===== src/memory_select_pkg.sv =====
// Summary of operation
// - Four memories A to D; memory A is always valid and the fallback.
// - Switch type setting picks momentary push button or static latching switch.
// - Last-memory flag dedicates the secondary input to jumping to memory D.
// - Four modes from switch type and flag; mode 4 uses at most three memories.
// - Primary and secondary select polarity: pull-down means closed reads high, pull-up closed reads low.
// - Single momentary mode starts in memory A after reset.
// - Each press loads next valid memory alphabetically, skipping invalid ones.
// - Press in the last valid memory wraps around to memory A.
// - With auto telecoil, closing the secondary input moves to memory D.
// - After debounced opening, return to the memory active before D.
// - Closed-to-open starts debounce; leave D only after a full open period.
// - Exactly one of analog or digital volume control is active.
// - Volume comes from a static software value or the external control.
// - Digital mode: up button raises gain, down button lowers gain.
// - Digital buttons act as momentary or rocker; rocker may select memories.
// - Analog volume uses logarithmic or linear taper by setting.
// - Four trimmers feed nineteen parameters of sixteen values; sharing is allowed.
// - Trimmer position change updates parameter values promptly.
// - Momentary-plus-static: closed secondary forces D, primary ignored, reopen restores.
// - Dual static mode: primary and secondary form a binary memory index.
// - Static modes fall back to memory A for an invalid selection; in mode 4 a closed secondary still selects D even when D is invalid.
package memory_select_pkg;
  localparam int NUM_MEMORIES = 4;
  localparam int NUM_TRIMMERS = 4;
  localparam int NUM_PARAMS = 19;
  localparam int TRIM_BITS = 4;
  localparam int VOL_BITS = 8;
  localparam int DEBOUNCE_BITS = 10;
  localparam logic [1:0] MEM_A = 2'h0;
  localparam logic [1:0] MEM_B = 2'h1;
  localparam logic [1:0] MEM_C = 2'h2;
  localparam logic [1:0] MEM_D = 2'h3;
  // highest usable memory index with and without the last-memory flag
  localparam logic [1:0] LIMIT_ALL = 2'h3;
  localparam logic [1:0] LIMIT_JUMP = 2'h2;
  localparam logic [7:0] VOL_RESET = 8'h80;
  localparam logic [7:0] VOL_STEP = 8'h04;
  localparam logic [7:0] VOL_MAX = 8'hff;
  localparam int CLOCK_PERIOD_NS = 10;
  localparam int TICK_TIME_NS = 1000000;
  localparam int TICK_CYCLES = TICK_TIME_NS / CLOCK_PERIOD_NS;
  typedef enum logic [2:0] {
    ST_NORMAL = 3'h1,
    ST_JUMPED = 3'h2,
    ST_SETTLE = 3'h4
  } jump_state_t;
endpackage


===== src/switch_conditioner.sv =====
`timescale 1ns/100ps
module switch_conditioner #(
  parameter int WIDTH = 4
) (
  input wire logic clk_in,
  input wire logic rst_in,
  input wire logic [WIDTH-1:0] raw_in,
  input wire logic [WIDTH-1:0] pullup_in,
  output logic [WIDTH-1:0] closed_out,
  output logic [WIDTH-1:0] press_out,
  output logic [WIDTH-1:0] release_out
);
  logic [WIDTH-1:0] meta;
  logic [WIDTH-1:0] sync;
  logic [WIDTH-1:0] closed_prev;
  logic [1:0] warm;

  // synchronizers clear to zero, which reads as closed for a pull-up input;
  // report every input open until the second stage holds a real pin sample
  always_ff @(posedge clk_in or posedge rst_in) begin
    if (rst_in) begin
      warm <= 2'h0;
    end else if (!warm[1]) begin
      warm <= warm + 2'h1;
    end
  end

  genvar i;
  generate
    for (i = 0; i < WIDTH; i++) begin : g_bit
      always_ff @(posedge clk_in or posedge rst_in) begin
        if (rst_in) begin
          meta[i] <= 1'b0;
          sync[i] <= 1'b0;
          closed_prev[i] <= 1'b0;
        end else begin
          meta[i] <= raw_in[i];
          sync[i] <= meta[i];
          closed_prev[i] <= closed_out[i];
        end
      end
      assign closed_out[i] = warm[1] & (sync[i] ^ pullup_in[i]);
      assign press_out[i] = closed_out[i] & ~closed_prev[i];
      assign release_out[i] = ~closed_out[i] & closed_prev[i];
    end
  endgenerate
endmodule


===== src/memory_select_switch_control.sv =====
`timescale 1ns/100ps
module memory_select_switch_control #(
  parameter int TICK_CYCLES = memory_select_pkg::TICK_CYCLES
) (
  input wire logic CLOCK_IN,
  input wire logic RST_IN,
  input wire logic SELECT_INPUT_PRIMARY_IN,
  input wire logic SELECT_INPUT_SECONDARY_IN,
  input wire logic SWITCH_TYPE_SETTING_IN,
  input wire logic LAST_MEMORY_FLAG_IN,
  input wire logic PRIMARY_POLARITY_SETTING_IN,
  input wire logic SECONDARY_POLARITY_SETTING_IN,
  input wire logic [3:0] MEMORY_VALID_IN,
  input wire logic [9:0] DEBOUNCE_PERIOD_IN,
  input wire logic VOLUME_UP_INPUT_IN,
  input wire logic VOLUME_DOWN_INPUT_IN,
  input wire logic VOLUME_DIGITAL_IN,
  input wire logic VOLUME_EXTERNAL_IN,
  input wire logic [7:0] STATIC_VOLUME_IN,
  input wire logic [7:0] ANALOG_VOLUME_IN,
  input wire logic TAPER_LOG_IN,
  input wire logic ROCKER_MEMORY_IN,
  input wire logic [15:0] TRIMMER_POS_IN,
  input wire logic [37:0] TRIMMER_MAP_IN,
  output logic [1:0] MEMORY_SELECT_OUT,
  output logic MEMORY_LOAD_OUT,
  output logic [7:0] VOLUME_OUT,
  output logic VOLUME_ANALOG_ACTIVE_OUT,
  output logic VOLUME_DIGITAL_ACTIVE_OUT,
  output logic [75:0] PARAM_VALUE_OUT,
  output logic PARAM_UPDATE_OUT
);
  ////////////////////////////////////////////////////////////////////////////
  // input conditioning
  logic [3:0] closed;
  logic [3:0] press;
  logic [3:0] release_evt;

  switch_conditioner #(.WIDTH(4)) u_cond (
    .clk_in(CLOCK_IN),
    .rst_in(RST_IN),
    .raw_in({VOLUME_DOWN_INPUT_IN, VOLUME_UP_INPUT_IN,
             SELECT_INPUT_SECONDARY_IN, SELECT_INPUT_PRIMARY_IN}),
    .pullup_in({2'h0, SECONDARY_POLARITY_SETTING_IN,
                PRIMARY_POLARITY_SETTING_IN}),
    .closed_out(closed),
    .press_out(press),
    .release_out(release_evt)
  );

  logic pri_closed;
  logic sec_closed;
  logic pri_press;
  logic sec_release;
  logic up_press;
  logic down_press;
  assign pri_closed = closed[0];
  assign sec_closed = closed[1];
  assign pri_press = press[0];
  assign sec_release = release_evt[1];
  assign up_press = press[2];
  assign down_press = press[3];

  ////////////////////////////////////////////////////////////////////////////
  // mode decode and memory stepping
  logic momentary;
  logic jump_mode;
  logic rocker_mem;
  logic [3:0] valid;
  logic [1:0] limit;
  assign momentary = ~SWITCH_TYPE_SETTING_IN;
  assign jump_mode = LAST_MEMORY_FLAG_IN;
  // rocker memory stepping only with digital buttons and momentary select
  assign rocker_mem = ROCKER_MEMORY_IN & VOLUME_DIGITAL_IN & momentary;
  assign valid = {MEMORY_VALID_IN[3:1], 1'b1};
  // with the flag set, memory D is reserved for the jump
  assign limit = jump_mode ? memory_select_pkg::LIMIT_JUMP
                           : memory_select_pkg::LIMIT_ALL;

  function automatic logic [1:0] step_mem(input logic [1:0] cur,
                                          input logic up,
                                          input logic [3:0] v,
                                          input logic [1:0] lim);
    logic [1:0] r;
    logic [1:0] c;
    logic found;
    r = memory_select_pkg::MEM_A;
    c = cur;
    found = 1'b0;
    for (int i = 1; i < 4; i++) begin
      c = up ? cur + 2'(i) : cur - 2'(i);
      if (!found && c <= lim && v[c]) begin
        r = c;
        found = 1'b1;
      end
    end
    return r;
  endfunction

  logic [1:0] active;
  logic [1:0] saved;
  logic [1:0] up_target;
  logic [1:0] down_target;
  logic [1:0] static_sel;
  logic [1:0] static_res;
  assign up_target = step_mem(active, 1'b1, valid, limit);
  assign down_target = step_mem(active, 1'b0, valid, limit);
  always_comb begin
    if (jump_mode) begin
      if (sec_closed) begin
        static_sel = memory_select_pkg::MEM_D;
      end else begin
        static_sel = pri_closed ? memory_select_pkg::MEM_B
                                : memory_select_pkg::MEM_A;
      end
    end else begin
      static_sel = {sec_closed, pri_closed};
    end
  end
  assign static_res = valid[static_sel] ? static_sel
                                        : memory_select_pkg::MEM_A;

  ////////////////////////////////////////////////////////////////////////////
  // auto telecoil jump and debounce
  memory_select_pkg::jump_state_t state;
  memory_select_pkg::jump_state_t next_state;
  logic [16:0] tick_count;
  logic tick;
  logic [9:0] settle_count;
  logic settle_done;

  // slow sampling rate for the debounce period
  always_ff @(posedge CLOCK_IN or posedge RST_IN) begin
    if (RST_IN) begin
      tick_count <= 17'h0;
    end else if (tick) begin
      tick_count <= 17'h0;
    end else begin
      tick_count <= tick_count + 17'h1;
    end
  end
  assign tick = (tick_count == 17'(TICK_CYCLES - 1));

  assign settle_done = (settle_count >= DEBOUNCE_PERIOD_IN);
  always_ff @(posedge CLOCK_IN or posedge RST_IN) begin
    if (RST_IN) begin
      settle_count <= 10'h0;
    end else if (state != memory_select_pkg::ST_SETTLE || sec_closed) begin
      settle_count <= 10'h0;
    end else if (tick && !settle_done) begin
      settle_count <= settle_count + 10'h1;
    end
  end

  always_comb begin
    next_state = state;
    case (state)
      memory_select_pkg::ST_NORMAL: begin
        if (jump_mode && sec_closed) begin
          next_state = memory_select_pkg::ST_JUMPED;
        end
      end
      memory_select_pkg::ST_JUMPED: begin
        if (!jump_mode) begin
          next_state = memory_select_pkg::ST_NORMAL;
        end else if (sec_release) begin
          next_state = memory_select_pkg::ST_SETTLE;
        end
      end
      memory_select_pkg::ST_SETTLE: begin
        if (!jump_mode) begin
          next_state = memory_select_pkg::ST_NORMAL;
        end else if (sec_closed) begin
          next_state = memory_select_pkg::ST_JUMPED;
        end else if (settle_done) begin
          next_state = memory_select_pkg::ST_NORMAL;
        end
      end
      default: next_state = memory_select_pkg::ST_NORMAL;
    endcase
  end

  always_ff @(posedge CLOCK_IN or posedge RST_IN) begin
    if (RST_IN) begin
      state <= memory_select_pkg::ST_NORMAL;
    end else begin
      state <= next_state;
    end
  end

  ////////////////////////////////////////////////////////////////////////////
  // active memory
  logic [1:0] next_active;
  always_comb begin
    next_active = active;
    case (state)
      memory_select_pkg::ST_NORMAL: begin
        if (jump_mode && sec_closed) begin
          next_active = memory_select_pkg::MEM_D;
        end else if (!momentary) begin
          next_active = static_res;
        end else if (rocker_mem && up_press && !down_press) begin
          next_active = up_target;
        end else if (rocker_mem && down_press && !up_press) begin
          next_active = down_target;
        end else if (pri_press) begin
          next_active = up_target;
        end
      end
      memory_select_pkg::ST_JUMPED: begin
        next_active = memory_select_pkg::MEM_D;
      end
      memory_select_pkg::ST_SETTLE: begin
        if (next_state == memory_select_pkg::ST_NORMAL) begin
          next_active = saved;
        end else begin
          next_active = memory_select_pkg::MEM_D;
        end
      end
      default: next_active = memory_select_pkg::MEM_A;
    endcase
  end

  // startup lands in A; static modes then follow the switches
  always_ff @(posedge CLOCK_IN or posedge RST_IN) begin
    if (RST_IN) begin
      active <= memory_select_pkg::MEM_A;
      MEMORY_LOAD_OUT <= 1'b0;
    end else begin
      active <= next_active;
      MEMORY_LOAD_OUT <= (next_active != active);
    end
  end

  always_ff @(posedge CLOCK_IN or posedge RST_IN) begin
    if (RST_IN) begin
      saved <= memory_select_pkg::MEM_A;
    end else if (state == memory_select_pkg::ST_NORMAL &&
                 next_state == memory_select_pkg::ST_JUMPED) begin
      saved <= active;
    end
  end
  assign MEMORY_SELECT_OUT = active;

  ////////////////////////////////////////////////////////////////////////////
  // volume
  logic [15:0] squared;
  logic [7:0] tapered;
  assign squared = ANALOG_VOLUME_IN * ANALOG_VOLUME_IN;
  // squared curve approximates an audio taper without a table
  assign tapered = TAPER_LOG_IN ? squared[15:8] : ANALOG_VOLUME_IN;
  assign VOLUME_DIGITAL_ACTIVE_OUT = VOLUME_DIGITAL_IN;
  assign VOLUME_ANALOG_ACTIVE_OUT = ~VOLUME_DIGITAL_IN;

  always_ff @(posedge CLOCK_IN or posedge RST_IN) begin
    if (RST_IN) begin
      VOLUME_OUT <= memory_select_pkg::VOL_RESET;
    end else if (!VOLUME_EXTERNAL_IN) begin
      VOLUME_OUT <= STATIC_VOLUME_IN;
    end else if (!VOLUME_DIGITAL_IN) begin
      VOLUME_OUT <= tapered;
    end else if (!rocker_mem && up_press && !down_press) begin
      if (VOLUME_OUT > memory_select_pkg::VOL_MAX - memory_select_pkg::VOL_STEP)
      begin
        VOLUME_OUT <= memory_select_pkg::VOL_MAX;
      end else begin
        VOLUME_OUT <= VOLUME_OUT + memory_select_pkg::VOL_STEP;
      end
    end else if (!rocker_mem && down_press && !up_press) begin
      if (VOLUME_OUT < memory_select_pkg::VOL_STEP) begin
        VOLUME_OUT <= 8'h00;
      end else begin
        VOLUME_OUT <= VOLUME_OUT - memory_select_pkg::VOL_STEP;
      end
    end
  end

  ////////////////////////////////////////////////////////////////////////////
  // trimmer to parameter mapping
  logic [18:0] changed;
  genvar p;
  generate
    for (p = 0; p < memory_select_pkg::NUM_PARAMS; p++) begin : g_param
      logic [1:0] src;
      logic [3:0] pos;
      assign src = TRIMMER_MAP_IN[2*p +: 2];
      assign pos = TRIMMER_POS_IN[4*src +: 4];
      assign changed[p] = (pos != PARAM_VALUE_OUT[4*p +: 4]);
      always_ff @(posedge CLOCK_IN or posedge RST_IN) begin
        if (RST_IN) begin
          PARAM_VALUE_OUT[4*p +: 4] <= 4'h0;
        end else begin
          PARAM_VALUE_OUT[4*p +: 4] <= pos;
        end
      end
    end
  endgenerate

  always_ff @(posedge CLOCK_IN or posedge RST_IN) begin
    if (RST_IN) begin
      PARAM_UPDATE_OUT <= 1'b0;
    end else begin
      PARAM_UPDATE_OUT <= |changed;
    end
  end

  ////////////////////////////////////////////////////////////////////////////
  // checks
  logic first_cycle;
  always_ff @(posedge CLOCK_IN or posedge RST_IN) begin
    if (RST_IN) begin
      first_cycle <= 1'b1;
    end else begin
      first_cycle <= 1'b0;
    end
  end
  logic mode1;
  assign mode1 = momentary & ~jump_mode;
endmodule


===== config.mk =====
export PLATFORM = sky130hd
export DESIGN_NAME = memory_select_switch_control
export DESIGN_NICKNAME = d
export VERILOG_FILES = /design/src/memory_select_pkg.sv /design/src/switch_conditioner.sv /design/src/memory_select_switch_control.sv
export SDC_FILE = /design/constraint.sdc
export NUM_CORES = 1
export LEC_CHECK = 0
export ABC_AREA = 0
export BUFFER_PORTS_ARGS = -buffer_cell sky130_fd_sc_hd__buf_2
export CORE_MARGIN = 2
export CORE_UTILIZATION = 25
export DETAILED_ROUTE_END_ITERATION = 8
export GPL_TIMING_DRIVEN = 1
export PLACE_DENSITY = 0.41
export SLEW_MARGIN = 0
export SYNTH_ARGS = -nofsm -noshare
export SYNTH_HDL_FRONTEND = slang
export SYNTH_HIERARCHICAL = 1
export SYNTH_SLANG_ARGS = --single-unit

===== constraint.sdc =====
create_clock -name CLOCK_IN -period 6.53 [get_ports CLOCK_IN]
set_clock_uncertainty 0.15 [all_clocks]
set_input_delay 0.653 -clock CLOCK_IN [delete_from_list [all_inputs] [get_ports CLOCK_IN]]
set_output_delay 0.653 -clock CLOCK_IN [all_outputs]
set_load 0.03 [all_outputs]

==> flow_metrics.tcl <==
set metrics [dict create \
    clk_pin_slew_worst_paths_ns 0.05 \
    tightest_slew_ns 1.02 \
    crit_buf_inv 4 \
    diodes 0 \
    worst-r2r-cell-count 9 \
    cts_buffers 17 \
    synthCells 859 \
    crit_slowest_cell "fa_1" \
    timing.slew.headroom 0.309 \
    fmax_mhz 198 \
    cts.path.max_buffers 2 \
    worstSetupPathType "in2reg" \
    cpLargestDelayFamily "adder cells" \
    clkPwrFrac 0.338 \
    maxCapViolCount 0 \
    viasPerCell 4.85 \
    postPlaceCellArea_um2 11100 \
    setup_viol 0 \
    seq_power_share 0.331 \
    postCtsResizedCells 0 \
    syn_area_um2 9650 \
    post-place-cells 1520 \
    root_buffer "clkbuf_16" \
    clk_latency_ns 0.43 \
    grt-ovfl-total 0 \
    p_sw_frac 0.354 \
    grt_max_degree 69 \
    layout-drive-gt1-share 0.309 \
    cpPeakStageDelay_ns 0.54 \
    p_sw_mw 1.06 \
    p_int_mw 1.93 \
    cp.required_ns 6.71 \
    syn_avg_cell_area_um2 11.2 \
    p_leak_nw 5.08 \
    grt_use_total 0.150 \
    grt_pass1_vias 7822 \
    path_depth 15 \
    initialDrtViolationCount 414 \
    rsz0062_at_grt "no" \
    grt_pass1_wl_um 46800 \
    drc 0 \
    hpwl_um 22300 \
    fill_cells 3960 \
    ir_worst_vdd_uv 156 \
    dr.pass1.iters 5 \
    cts_tree "done" \
    final_common_cell "buf_2" \
    final-hold-violation-count 0 \
    die_h_um 200 \
    num-nets-final 1195 \
    p_comb_frac 0.331 \
    antenna_found_initial 2 \
    hold_ws_ns 0.161 \
    cts_setup_buffers 0 \
    globalplace.congestion 0.830 \
    wl_per_cell_um 19.2 \
    regArea_um2 3360 \
    critPathMaxFanout 8 \
    postRouteAntennaNets 0 \
    drt_wl_total_um 29800 \
    critical_path.cell_chain "buf_2, inv_1, nor2_1, fa_1, fa_1, inv_1, fa_1, fa_1, inv_1, ha_1, a2111o_1, and4_4, o32a_4, mux2_4, a221oi_2" \
    cts_hold_buf 0 \
    mostFrequentLayoutCells "186 x buf_2, 132 x dfrtp_1, 76 x mux4_2" \
    final_max_slew_viol_count 0 \
    fp-row-count 71 \
    finalCritPeriodShare 0.774 \
    cp_common_cell "fa_1" \
    hold_class "in2async" \
    fin_setup_tns_ns 0 \
    h-tree-depth 4 \
    power_density_nw_per_um2 255 \
    period_needed_ns 5.06 \
    worstPathArrival_ns 5.24 \
    portBuffers 186 \
    die-width_um 200 \
    yosysWarnings 6 \
    dieArea_um2 40200 \
    cp-start-kind "primary input" \
    fin_cells 1551 \
    multi_input_area_um2 5850 \
    design_area_um2 11700 \
    cp-end-kind "register" \
    syn_to_final_growth_pct 21.0 \
    io_pins 188 \
    numClockSinks 134 \
    vias 7530 \
    core_area_um2 37800 \
    start_util 0.255 \
    outcome "complete, no violations" \
]
==> power by group through the flow <==
stage / registers, mW / clock network [mW] / logic [mW]
floorplan: 1.10 / 0 / 0.588
global placement: 1.00 / 0 / 0.996
detailed placement: 1.00 / 0 / 0.997
CTS: 0.989 / 1.04 / 1.00
global route: 1.00 / 1.07 / 1.10
finish: 0.988 / 1.01 / 0.985
==> flip-flops by register name, summed over array words and instances (netlist names), 3 cells and up <==
name and count:
tick_count 17, u_cond/sync 4, VOLUME_OUT 8, state 3, settle_count 10, u_cond/closed_prev 4, u_cond/meta 4, PARAM_VALUE_OUT 76
==> metrics by stage <==
stage | power, mW | setup WS (ns) | utilization
after floorplan | 1.69 | 1.25 | -
after detailed placement | 2.00 | 1.02 | 0.293
after global placement | 2.00 | 1.07 | 0.293
after CTS | 3.03 | 1.46 | 0.309
final | 2.98 | 1.47 | 0.309
after global routing | 3.18 | 1.17 | 0.309
==> final cells by class <==
type                    instances  share of cell area
well taps                     511              0.0547
inverters                      75              0.0243
repair buffers                188              0.0810
clock buffers                  19              0.0388
clock inverters                12              0.0132
multi-input cells             612               0.501
flip-flops and latches        134               0.287
==> worst register-to-register path: stages (launching register included) <==
cell,delay (ns)
dfrtp_1,0.45
inv_1,0.13
nor3b_2,0.37
nor2b_1,0.21
nand3_1,0.20
o31ai_1,0.84
a2111oi_0,0.20
o21ai_0,0.20
mux2i_1,0.12
a221oi_2,0.19
==> final timing paths <==
check	slack (ns)	startpoint	endpoint
worst max register to register	3.37	u_cond/warm[1]$_DFF_PP0_	VOLUME_OUT[7]$_DFFE_PP1P_
min in group CLOCK_IN	0.20	SELECT_INPUT_PRIMARY_IN	u_cond/meta[0]$_DFF_PP0_
worst max-delay path	1.47	ANALOG_VOLUME_IN[6]	VOLUME_OUT[7]$_DFFE_PP1P_
worst min register to register	0.20	u_cond/meta[2]$_DFF_PP0_	u_cond/sync[2]$_DFF_PP0_
worst min-delay path	0.16	RST_IN	u_cond/meta[1]$_DFF_PP0_
max in group asynchronous	4.68	RST_IN	PARAM_VALUE_OUT[10]$_DFF_PP0_
==> routing by layer <==
| metal | up-vias | wire length, um | track usage |
|---|---|---|---|
| li1 | 3466 | - | - |
| met1 | 3786 | 13000 | 0.196 |
| met2 | 245 | 13800 | 0.237 |
| met3 | 29 | 2340 | 0.0500 |
| met4 | 4 | 584 | 0.0431 |
| met5 | - | 27 | 0 |
Note: power is estimated with default switching activity, not from simulation.
